[src/hdl/rsc_pkg.sv]
// Purpose: shared constants for the reset source controller
// Assumes: 40 MHz controller clock, APB with 32-bit data
// Notes: register index is printed as a word offset; bus address is 4x
package rsc_pkg;

  // ***********************************************************
  // register map
  // ***********************************************************
  localparam logic [11:0] RSC_CAUSE_INDEX = 12'h0ef;
  localparam logic [11:0] RSC_CAUSE_ADDR = 12'h3bc;
  localparam int RSC_ADDR_W = 12;

  // ***********************************************************
  // cause register fields
  // ***********************************************************
  localparam int RSC_PIN_BIT = 0;
  localparam int RSC_PWR_BIT = 1;
  localparam int RSC_LOST_BIT = 2;
  localparam int RSC_DOG_BIT = 3;
  localparam int RSC_SOFT_BIT = 4;
  localparam int RSC_CMP_BIT = 5;
  localparam int RSC_FLASH_BIT = 6;
  localparam int RSC_RTC_BIT = 7;

  // enables after a power-on reset; a power-fail reset reloads only pwr_en
  localparam logic RSC_PWR_EN_RST = 1'b1;
  localparam logic RSC_LOST_EN_RST = 1'b0;
  localparam logic RSC_CMP_EN_RST = 1'b0;
  localparam logic RSC_RTC_EN_RST = 1'b0;

  // ***********************************************************
  // timing
  // ***********************************************************
  localparam int RSC_CLK_PERIOD_PS = 25000;
  localparam int RSC_LOST_TIMEOUT_US = 100;
  // least time: rounded up to whole cycles
  localparam int RSC_LOST_CYCLES =
    (RSC_LOST_TIMEOUT_US * 1000000 + RSC_CLK_PERIOD_PS - 1) /
    RSC_CLK_PERIOD_PS;
  localparam int RSC_DOG_DIV = 12;
  localparam logic [15:0] RSC_RESET_VECTOR = 16'h0000;

  // ***********************************************************
  // states and causes
  // ***********************************************************
  typedef enum logic {RSC_RUN, RSC_HOLD} rsc_state_e;
  typedef enum logic [3:0] {
    RSC_C_NONE, RSC_C_PWR, RSC_C_PIN, RSC_C_LOST, RSC_C_CMP,
    RSC_C_DOG, RSC_C_FLASH, RSC_C_RTC, RSC_C_SOFT
  } rsc_cause_e;

endpackage

[src/hdl/rsc_reset_source_controller.sv]
// Purpose: gathers reset sources, drives system reset, records the cause
// Assumes: sources from other clocks are levels; flash and dog inputs
//   come from logic on clk_in
// Notes: the cause register lives outside the system reset it creates
//
// The APB register port was decided locally.
`timescale 1ns/1ps
`default_nettype none

module rsc_reset_source_controller #(
  parameter int HOLD_CYCLES = 16
) (
  input wire logic clk_in,
  input wire logic rst_in,
  // apb slave
  input wire logic psel_in,
  input wire logic penable_in,
  input wire logic pwrite_in,
  input wire logic [11:0] paddr_in,
  input wire logic [31:0] pwdata_in,
  output logic [31:0] prdata_out,
  output logic pready_out,
  output logic pslverr_out,
  // asynchronous levels
  input wire logic reset_pin_n_in,
  input wire logic system_clk_in,
  input wire logic comparator_trip_n_in,
  input wire logic supply_low_in,
  // same-clock sources
  input wire logic low_power_in,
  input wire logic comparator_wake_en_in,
  input wire logic dog_expire_in,
  input wire logic dog_disable_in,
  input wire logic flash_write_in,
  input wire logic program_store_write_enable_in,
  input wire logic flash_above_lock_in,
  input wire logic code_data_read_in,
  input wire logic fetch_in,
  input wire logic security_block_in,
  input wire logic supply_monitor_on_in,
  input wire logic rtc_alarm_compare_in,
  input wire logic rtc_alarm_en_in,
  input wire logic rtc_osc_slow_in,
  input wire logic rtc_lost_detect_en_in,
  // outputs
  output logic sys_reset_out,
  output logic [15:0] reset_vector_out,
  output logic reset_pin_drive_out,
  output logic reset_pin_oe_n_out,
  output logic dog_enable_out,
  output logic dog_tick_out
);

  // ***********************************************************
  // input synchronisers
  // ***********************************************************
  localparam int NSYNC = 4;
  localparam logic [NSYNC-1:0] SYNC_IDLE = 4'h5;
  logic [NSYNC-1:0] async_raw;
  logic [NSYNC-1:0] sync_s1;
  logic [NSYNC-1:0] sync_s2;
  logic [NSYNC-1:0] sync_s3;
  logic [NSYNC-1:0] sync_level;

  assign async_raw = {supply_low_in, comparator_trip_n_in,
                      system_clk_in, reset_pin_n_in};

  // a change counts only once the second and third stages agree
  genvar gi;
  generate
    for (gi = 0; gi < NSYNC; gi++) begin : g_sync
      always_ff @(posedge clk_in) begin
        if (rst_in) begin
          sync_s1[gi] <= SYNC_IDLE[gi];
          sync_s2[gi] <= SYNC_IDLE[gi];
          sync_s3[gi] <= SYNC_IDLE[gi];
          sync_level[gi] <= SYNC_IDLE[gi];
        end else begin
          sync_s1[gi] <= async_raw[gi];
          sync_s2[gi] <= sync_s1[gi];
          sync_s3[gi] <= sync_s2[gi];
          if (sync_s2[gi] == sync_s3[gi]) begin
            sync_level[gi] <= sync_s3[gi];
          end
        end
      end
    end
  endgenerate

  logic pin_low;
  logic system_clk_level;
  logic cmp_low;
  logic supply_low;
  assign pin_low = ~sync_level[0];
  assign system_clk_level = sync_level[1];
  assign cmp_low = ~sync_level[2];
  assign supply_low = sync_level[3];

  // ***********************************************************
  // enables and flags
  // ***********************************************************
  logic pwr_en;
  logic lost_en;
  logic cmp_en;
  logic rtc_en;
  logic [7:0] cause_flags;
  logic soft_req;
  rsc_pkg::rsc_state_e state;
  rsc_pkg::rsc_cause_e cause;
  logic [15:0] hold_cnt;

  logic bus_write;
  logic bus_hit;
  assign bus_hit = (paddr_in == rsc_pkg::RSC_CAUSE_ADDR);
  assign bus_write = psel_in & penable_in & pready_out & pwrite_in &
                     bus_hit;

  // enables survive every sequenced reset; a power reset reloads only pwr_en
  // enables kept across resets
  always_ff @(posedge clk_in) begin
    if (rst_in) begin
      pwr_en <= rsc_pkg::RSC_PWR_EN_RST;
      lost_en <= rsc_pkg::RSC_LOST_EN_RST;
      cmp_en <= rsc_pkg::RSC_CMP_EN_RST;
      rtc_en <= rsc_pkg::RSC_RTC_EN_RST;
    end else if (state == rsc_pkg::RSC_HOLD &&
                 cause == rsc_pkg::RSC_C_PWR) begin
      pwr_en <= rsc_pkg::RSC_PWR_EN_RST;
    end else if (bus_write) begin
      pwr_en <= pwdata_in[rsc_pkg::RSC_PWR_BIT];
      lost_en <= pwdata_in[rsc_pkg::RSC_LOST_BIT];
      cmp_en <= pwdata_in[rsc_pkg::RSC_CMP_BIT];
      rtc_en <= pwdata_in[rsc_pkg::RSC_RTC_BIT];
    end
  end

  always_ff @(posedge clk_in) begin
    if (rst_in) begin
      soft_req <= 1'b0;
    end else if (bus_write && pwdata_in[rsc_pkg::RSC_SOFT_BIT]) begin
      soft_req <= 1'b1;
    end else if (state == rsc_pkg::RSC_RUN) begin
      soft_req <= 1'b0;
    end
  end

  // ***********************************************************
  // lost clock one-shot
  // ***********************************************************
  logic lost_active;
  logic system_clk_prev;
  logic [12:0] lost_cnt;
  logic lost_trip;

  assign lost_active = lost_en & ~low_power_in;

  always_ff @(posedge clk_in) begin
    if (rst_in) begin
      system_clk_prev <= 1'b0;
      lost_cnt <= 13'h0000;
    end else begin
      system_clk_prev <= system_clk_level;
      if (!lost_active || system_clk_prev != system_clk_level ||
          state == rsc_pkg::RSC_HOLD) begin
        lost_cnt <= 13'h0000;
      end else if (lost_cnt != 13'(rsc_pkg::RSC_LOST_CYCLES)) begin
        lost_cnt <= lost_cnt + 13'h0001;
      end
    end
  end
  assign lost_trip = lost_active &&
                     lost_cnt == 13'(rsc_pkg::RSC_LOST_CYCLES);

  // ***********************************************************
  // source qualification
  // ***********************************************************
  logic pwr_trip;
  logic cmp_trip;
  logic dog_trip;
  logic flash_trip;
  logic rtc_trip;

  // supply monitor is off in sleep
  assign pwr_trip = pwr_en & ~low_power_in & supply_low;
  // low power only as wake source
  assign cmp_trip = cmp_en & cmp_low &
                    (~low_power_in | comparator_wake_en_in);
  assign dog_trip = dog_enable_out & ~low_power_in & dog_expire_in;
  assign flash_trip =
    (flash_write_in & program_store_write_enable_in &
     flash_above_lock_in) |
    (code_data_read_in & flash_above_lock_in) |
    (fetch_in & flash_above_lock_in) |
    security_block_in |
    (flash_write_in & ~supply_monitor_on_in);
  assign rtc_trip = rtc_en &
                    ((rtc_alarm_compare_in & rtc_alarm_en_in) |
                     (rtc_osc_slow_in & rtc_lost_detect_en_in));

  rsc_pkg::rsc_cause_e next_cause;
  always_comb begin
    next_cause = rsc_pkg::RSC_C_NONE;
    if (pwr_trip) begin
      next_cause = rsc_pkg::RSC_C_PWR;
    end else if (pin_low) begin
      next_cause = rsc_pkg::RSC_C_PIN;
    end else if (lost_trip) begin
      next_cause = rsc_pkg::RSC_C_LOST;
    end else if (cmp_trip) begin
      next_cause = rsc_pkg::RSC_C_CMP;
    end else if (dog_trip) begin
      next_cause = rsc_pkg::RSC_C_DOG;
    end else if (flash_trip) begin
      next_cause = rsc_pkg::RSC_C_FLASH;
    end else if (rtc_trip) begin
      next_cause = rsc_pkg::RSC_C_RTC;
    end else if (soft_req) begin
      next_cause = rsc_pkg::RSC_C_SOFT;
    end
  end

  // pin, supply and comparator levels keep the reset in force while asserted
  logic cause_held;
  always_comb begin
    case (cause)
      rsc_pkg::RSC_C_PWR: cause_held = supply_low | pin_low;
      rsc_pkg::RSC_C_PIN: cause_held = pin_low;
      rsc_pkg::RSC_C_CMP: cause_held = cmp_en & cmp_low;
      default: cause_held = 1'b0;
    endcase
  end

  // ***********************************************************
  // reset sequencer
  // ***********************************************************
  always_ff @(posedge clk_in) begin
    if (rst_in) begin
      state <= rsc_pkg::RSC_RUN;
      cause <= rsc_pkg::RSC_C_NONE;
      hold_cnt <= 16'h0000;
    end else begin
      case (state)
        rsc_pkg::RSC_RUN: begin
          if (next_cause != rsc_pkg::RSC_C_NONE) begin
            state <= rsc_pkg::RSC_HOLD;
            cause <= next_cause;
            hold_cnt <= 16'(HOLD_CYCLES - 1);
          end
        end
        rsc_pkg::RSC_HOLD: begin
          if (hold_cnt != 16'h0000) begin
            hold_cnt <= hold_cnt - 16'h0001;
          end else if (!cause_held) begin
            // released only once cause_held drops (supply, pin or comparator level clear)
            state <= rsc_pkg::RSC_RUN;
          end
        end
        default: begin
          state <= rsc_pkg::RSC_RUN;
        end
      endcase
    end
  end

  logic leaving;
  assign leaving = state == rsc_pkg::RSC_HOLD && hold_cnt == 16'h0000 &&
                   !cause_held;

  // only the latest cause left set
  always_ff @(posedge clk_in) begin
    if (rst_in) begin
      cause_flags <= 8'h02;
    end else if (leaving) begin
      cause_flags <= 8'h00;
      case (cause)
        rsc_pkg::RSC_C_PWR: cause_flags[rsc_pkg::RSC_PWR_BIT] <= 1'b1;
        rsc_pkg::RSC_C_PIN: cause_flags[rsc_pkg::RSC_PIN_BIT] <= 1'b1;
        rsc_pkg::RSC_C_LOST: cause_flags[rsc_pkg::RSC_LOST_BIT] <= 1'b1;
        rsc_pkg::RSC_C_CMP: cause_flags[rsc_pkg::RSC_CMP_BIT] <= 1'b1;
        rsc_pkg::RSC_C_DOG: cause_flags[rsc_pkg::RSC_DOG_BIT] <= 1'b1;
        rsc_pkg::RSC_C_FLASH: cause_flags[rsc_pkg::RSC_FLASH_BIT] <= 1'b1;
        rsc_pkg::RSC_C_RTC: cause_flags[rsc_pkg::RSC_RTC_BIT] <= 1'b1;
        rsc_pkg::RSC_C_SOFT: cause_flags[rsc_pkg::RSC_SOFT_BIT] <= 1'b1;
        default: cause_flags <= 8'h00;
      endcase
    end
  end

  // ***********************************************************
  // outputs
  // ***********************************************************
  // every reset restarts at the fixed vector
  always_ff @(posedge clk_in) begin
    if (rst_in) begin
      sys_reset_out <= 1'b1;
      reset_vector_out <= rsc_pkg::RSC_RESET_VECTOR;
    end else begin
      sys_reset_out <= (state == rsc_pkg::RSC_RUN) ?
                       (next_cause != rsc_pkg::RSC_C_NONE) : !leaving;
      reset_vector_out <= rsc_pkg::RSC_RESET_VECTOR;
    end
  end

  // pin driven only for power resets
  always_ff @(posedge clk_in) begin
    if (rst_in) begin
      reset_pin_drive_out <= 1'b0;
      reset_pin_oe_n_out <= 1'b0;
    end else begin
      reset_pin_drive_out <= 1'b0;
      reset_pin_oe_n_out <= !(state == rsc_pkg::RSC_HOLD &&
                              cause == rsc_pkg::RSC_C_PWR && supply_low);
    end
  end

  // watchdog up enabled, clock divided by twelve
  logic [3:0] div_cnt;
  always_ff @(posedge clk_in) begin
    if (rst_in) begin
      dog_enable_out <= 1'b1;
    end else if (state == rsc_pkg::RSC_HOLD) begin
      dog_enable_out <= 1'b1;
    end else if (dog_disable_in) begin
      dog_enable_out <= 1'b0;
    end
  end

  always_ff @(posedge clk_in) begin
    if (rst_in || state == rsc_pkg::RSC_HOLD) begin
      div_cnt <= 4'h0;
      dog_tick_out <= 1'b0;
    end else begin
      dog_tick_out <= div_cnt == 4'(rsc_pkg::RSC_DOG_DIV - 1);
      if (div_cnt == 4'(rsc_pkg::RSC_DOG_DIV - 1)) begin
        div_cnt <= 4'h0;
      end else begin
        div_cnt <= div_cnt + 4'h1;
      end
    end
  end

  // ***********************************************************
  // apb slave
  // ***********************************************************
  // one wait state keeps every bus output on a flip-flop
  always_ff @(posedge clk_in) begin
    if (rst_in) begin
      pready_out <= 1'b0;
      pslverr_out <= 1'b0;
      prdata_out <= 32'h00000000;
    end else begin
      pready_out <= psel_in & penable_in & ~pready_out;
      pslverr_out <= psel_in & penable_in & ~pready_out & ~bus_hit;
      if (psel_in && penable_in && !pready_out && bus_hit &&
          !pwrite_in) begin
        prdata_out <= {24'h000000, cause_flags};
      end else begin
        prdata_out <= 32'h00000000;
      end
    end
  end

endmodule

`default_nettype wire

[config.mk]
export PLATFORM = sky130hd
export DESIGN_NAME = rsc_reset_source_controller
export DESIGN_NICKNAME = d
export VERILOG_FILES = /design/src/hdl/rsc_pkg.sv /design/src/hdl/rsc_reset_source_controller.sv
export SDC_FILE = /design/constraint.sdc
export NUM_CORES = 1
export LEC_CHECK = 0
export ABC_AREA = 0
export ABC_CLOCK_PERIOD_IN_PS = 1900
export BUFFER_PORTS_ARGS = -buffer_cell sky130_fd_sc_hd__clkbuf_2
export CAP_MARGIN = 0
export CORE_MARGIN = 1
export CORE_UTILIZATION = 46
export DETAILED_ROUTE_END_ITERATION = 10
export MAX_ROUTING_LAYER = met4
export PLACE_DENSITY = 0.75
export SYNTH_ARGS = -nofsm -noshare
export SYNTH_HDL_FRONTEND = slang
export SYNTH_SLANG_ARGS = --single-unit
[constraint.sdc]
create_clock -name clk_in -period 1.9 [get_ports clk_in]
set_input_delay 0.19 -clock clk_in [delete_from_list [all_inputs] [get_ports clk_in]]
set_output_delay 0.19 -clock clk_in [all_outputs]
set_load 0.05 [all_outputs]
== After elaboration in Yosys (flattened, before gate mapping) ==
Index checks and enable logic that the tools add are counted.
Storage, ports and cells
  flip-flop bits (word level): 106
  logic and storage cells: 153
Cells by class
  $add $sub $neg: 3
  equal/unequal tests: 20
  multiplexer cells: 27
  bitwise logic cells: 37
  reductions and logical operators: 30
Operators with widths (number)
  16-bit two-way mux: 2
  4-bit two-way mux: 8
  16-bit one-hot mux with 2 select lines: 1
  1-bit AND: 21
  4-bit by 3-bit == test with 1-bit output (second input constant): 4
  16-bit zero test: 1
  16-bit nonzero test: 1
  16-bit by 1-bit subtractor with 16-bit output (second input constant): 1
  1-bit two-way mux: 14
  13-bit by 1-bit adder with 13-bit output (second input constant): 1
  13-bit by 12-bit == test with 1-bit output (second input constant): 1
  13-bit by 12-bit != test with 1-bit output (second input constant): 1
  12-bit by 10-bit == test with 1-bit output (second input constant): 1
  1-bit logical AND: 10
  2-bit OR reduction: 5
  1-bit NOT: 9
  4-bit by 2-bit == test with 1-bit output (second input constant): 2
  4-bit == test (second input constant): 2
  1-bit OR: 7
  1-bit zero test: 6
  2-bit AND reduction: 3
  4-bit by 1-bit adder with 4-bit output (second input constant): 1
  1-bit == test: 4
  4-bit by 1-bit == test with 1-bit output (second input constant): 1
  other kinds (7): 10

== Longest topological paths before layout ==
  word-level depth: 15
  mapped depth: 8
  depth with buffers taken out: 7

== Worst setup path after synthesis ==
Ideal clock, no wire load.
  path kind: reg2reg
  start: register hold_cnt[0]
  end: register hold_cnt[12]
  library setup time: 0.114 ns
  arrival time: 2.016 ns
  required time: 1.786 ns
  slack: -0.230 ns
  stages on the path, launching flop included: 8
  buffers on the path: 0
  clock period less this slack: 2.130 ns
  path through: dfxtp_1 -> inv_1 -> ha_1 -> nor4b_4 -> nand3_1 -> or4b_2 -> a32o_1 -> a21o_1
Between the ends
  word-level cells in the longest chain between the ends: 3
Ends and longest elaborated chain
  start: declaration: line rsc_reset_source_controller.sv:110  | logic [15:0] hold_cnt;
  start signal: assignment: line rsc_reset_source_controller.sv:247  | hold_cnt <= 16'(HOLD_CYCLES - 1);
  start signal: assignment: line rsc_reset_source_controller.sv:252  | hold_cnt <= hold_cnt - 16'h0001;
  16-bit by 1-bit subtractor with 16-bit output / 16-bit nonzero test (equally long branches): line rsc_reset_source_controller.sv:252, rsc_reset_source_controller.sv:251
  16-bit two-way mux / 2-bit by 1-bit != test with 1-bit output (equally long branches)
  16-bit one-hot mux with 2 select lines / 2-bit AND reduction (equally long branches)
Several ways; a longest one is shown, not always the timed one. The select of a mux whose other input is x is not followed.
A chain may end at the register's enable or synchronous reset.

== Worst setup path in the final report ==
Ends and elaborated chain as after synthesis.

==> results.txt <==
The HPWL reported at the end of detailed placement came out at between 6000 and 7000 um. The fill cell instance count of the final layout came out at 723. For this configuration, the core starts out at a cell density of between 40% and 50%.

Counting every sink on the clock net gives 82. The number of diodes came out at 0. The tool flagged a number of max-cap violations equal to 0.

The reg-to-reg critical path endpoint is hold_cnt[12]. The number of cells traversed by the worst hold path is 2. The final count of pins violating max slew came out at 0. The DRC violation count after routing is 0.

The first-pass GRT wire length is 13,400 um. TritonCTS built the clock tree. After synthesis, the share of flip-flops with an asynchronous set or reset is 0%. The net total in the final layout is between 600 and 700.

The final number of hold-violating endpoints came out at 0. The number of buffers on the longest clock path is 2. The floorplan step set the die height to between 90 and 100 um. The netlist uses 63 different library cells. Based on the critical path, the design can be clocked at up to approximately 520 MHz. Yosys instantiated no cell more often than dfxtp_1. The worst slack at placement is -86.6 ps. The launch point of the critical path is hold_cnt[0]. In this run the most critical hold path is launched from reset_pin_n_in.

The synthesis-stage register bit count is 82. The slack of the worst reg-to-reg path is -30 ps. In the global route stage, overall resource usage came out at roughly 20%. The post-synthesis to final-layout area growth is 27.0%. The detailed-route via count came out at ~3,500. The number of standard-cell rows in the floorplan came out at 33. The relative slew slack is 65.8%. Measured along the x axis, the die boundary spans about 94 um. The path class of the tightest hold or removal check is in2reg.

The largest net degree at the start of global routing came out at 23. The global routing stage identified its most utilized layer as met2. The number of vias per cell after detailed routing is between 5 and 6. Clock-pin slew was measured on the worst setup and hold paths at around 90 ps. The most used flip-flop cell after synthesis is dfxtp_1.

The global routing usage on met3 is between 5 and 6%. By count the netlist is led by dfxtp_1 (82), nor2_1 (44), buf_4 (41). The total die area came out at 8870 sq um. The data arrival time of the critical path is between 2000 and 2500 ps.

The worst clock skew came out at approximately 12 ps. The dominant cell type by area after synthesis is dfxtp_1. Synthesis handed over a netlist of 436 instances.

The checks that failed: negative setup slack. The number of DRC markers in iteration 0 is around 140. The number of I/O pins is ~120. The share of the core filled with cells in the final layout is between 60% and 70%. The static power due to leakage is 2.08 nW. The worst setup path is captured at a register.

For the pin with the worst max-slew slack, the measured transition is 511 ps. The library cell used as clock root buffer is clkbuf_8. The worst hold path terminates at sync_s1[0]. The register area share after synthesis is between 40% and 50%.

The proportion of netlist area held by the largest area contributor is 42.0%. The critical path is of the reg2reg type. The clock period minus worst slack came out at ~1900 ps. The run finished, with violations left. Input and output buffers added on the ports amount to 54. The worst setup slack after layout came out at -28.3 ps. Counting cells, the worst reg-to-reg path comes to 7.

The register cell area after layout came out at ~1600 sq um. The H-tree depth reported by CTS came out at 3. The number of nets with antenna violations after detailed routing came out at 0.

The via count of the first global-routing pass is slightly above 3,000. Dividing the synthesized area by the synthesized cell count gives 8.97 sq um. The number of iterations in the first detailed-routing pass is 5. The endpoint required time on the critical path is 2170 ps. The worst-path maximum fanout came out at 4. In the post-synthesis netlist, the biggest area contributors are dfxtp_1 (42%), buf_4 (7.9%), nor2_1 (4.2%), mux2i_1 (2.6%), a21oi_1 (2.4%). The count of synthesis-stage warnings from yosys came out at 0. The layout cell share with drive strength beyond 1 came out at a little under a third.

Setup violations remaining at the end of the flow were counted as 3. At the end of routability-driven placement, the weighted congestion stood at between 0.8 and 0.9. The number of antenna violations at the first check in global routing came out at 0. The maximum ir drop on the vdd rail is ~0.00048 V.

Setup repair after global routing could not meet its margin everywhere. The startpoint identified for the worst register-to-register timing path is hold_cnt[0]. The wire length after detailed routing is about 8600 um. The later pin in the worst-skew pair is clocked with a latency of between 300 and 400 ps. The worst setup path is launched from a register. The region available for standard cell placement spans between 8000 and 9000 sq um. The synthesized cell area came out at approximately 3900 sq um.

The routed wirelength normalized by instance count came out at around 13 um. The global route total overflow came out at 0. The total CTS buffers came out at 9. The total power density per cell area is 859 nW/um^2. The footprint of the multi-input gates is between 2000 and 2500 sq um. Of the available clock period, the critical path in the final layout requires 101%. The met1 routing resource usage after global routing is 24.9%. The met2 global-route usage came out at a little under a third. The number of synthesized flops with an enable pin came out at 0.
-- cell families after synthesis --
kind of cell / synth area share [%]
compound gates: 13.9
xor+xnor: 2.69
fa+ha+maj: 1.28
buf+inv: 10.2
flops: 42.0
mux: 2.56
other cells: 0.0959
simple gates: 27.2
-- placed cells by master (no fill, tap or decap), types with 6 or more instances in the layout --
cell,count
nor2b_1,11
buf_4,52
clkbuf_8,9
mux2i_1,10
and2_1,10
nor2_1,44
nand2_1,23
buf_6,6
inv_1,7
dfxtp_1,77
a21oi_1,17
o21ai_0,11
or2_2,7
nand4_1,9
nor3_1,12
a31oi_1,8
nand2b_1,10
conb_1,41
nand3_1,8
clkbuf_2,54
xnor2_1,7
-- power breakdown --
part           switching, mW  leakage, nW  internal (mW)
logic                  0.599         1.30          0.397
registers             0.0772        0.669           1.79
clock network          0.661        0.103          0.743
-- critical path, cell delays in order, from the launching register on --
cell and delay [ps]:
dfxtp_2 330, inv_2 70, ha_4 140, nor4b_4 290, nand3_2 130, or4b_4 510
a32o_1 230, a21o_1 150
-- per-stage QoR --
| step | std cells | hold slack [ps] | setup TNS (ps) | power [mW] | instance area, sq um |
|---|---|---|---|---|---|
| 2_1_floorplan | 476 | 282 | -182 | 2.55 | 4100 |
| 3_3_place_gp | 626 | 373 | -55.3 | 2.72 | 4500 |
| 5_1_grt | 656 | 9.10 | -897 | 4.45 | 4970 |
| 6_report | 656 | 13.6 | -32.6 | 4.27 | 4970 |
| 4_1_cts | 650 | 3.73 | -63.4 | 4.18 | 4790 |
| 3_5_place_dp | 626 | 376 | -204 | 2.74 | 4500 |
-- how the worst max path moves through the flow --
stage | depth (start not counted) | slack (ps) | end
after global placement | 7 | -30 | hold_cnt[12]
after floorplan | 5 | -50 | hold_cnt[15]
after detailed placement | 7 | -90 | hold_cnt[8]
final | 7 | -30 | hold_cnt[12]
after global routing | 8 | -100 | hold_cnt[8]
after CTS | 7 | -30 | hold_cnt[7]
-- registers in the layout, summed over array words and instances, names as in the netlist, 2 cells and up --
signal	count
cause	4
cause_flags	8
div_cnt	4
hold_cnt	16
lost_cnt	13
prdata_out	8
sync_level	2
sync_s1	4
sync_s2	4
sync_s3	4
-- timing repair --
item,4_1_cts,5_1_grt
setup endpoints to repair,11,24
buffers inserted,7,7
hold buffers,1,0
gates resized for setup,2,30
pin swaps,5,15
gates cloned,0,1
hold endpoints to repair,1,0
-- area by class of cell --
| cell class | count | area share (%) |
|---|---|---|
| multi-input combinational | 329 | 43.8 |
| sequential | 82 | 33.2 |
| timing repair buffer | 115 | 15.4 |
| tap | 105 | 2.65 |
| clock buffer | 10 | 2.57 |
| clock inverter | 6 | 1.79 |
| inverter | 9 | 0.680 |
-- layer usage --
metal	wire [um]	share of wire [%]
met4	134	1.6
met3	493	5.7
met2	4110	48
met5	0	0
met1	3870	45
Power figures use the tool's default switching activity.
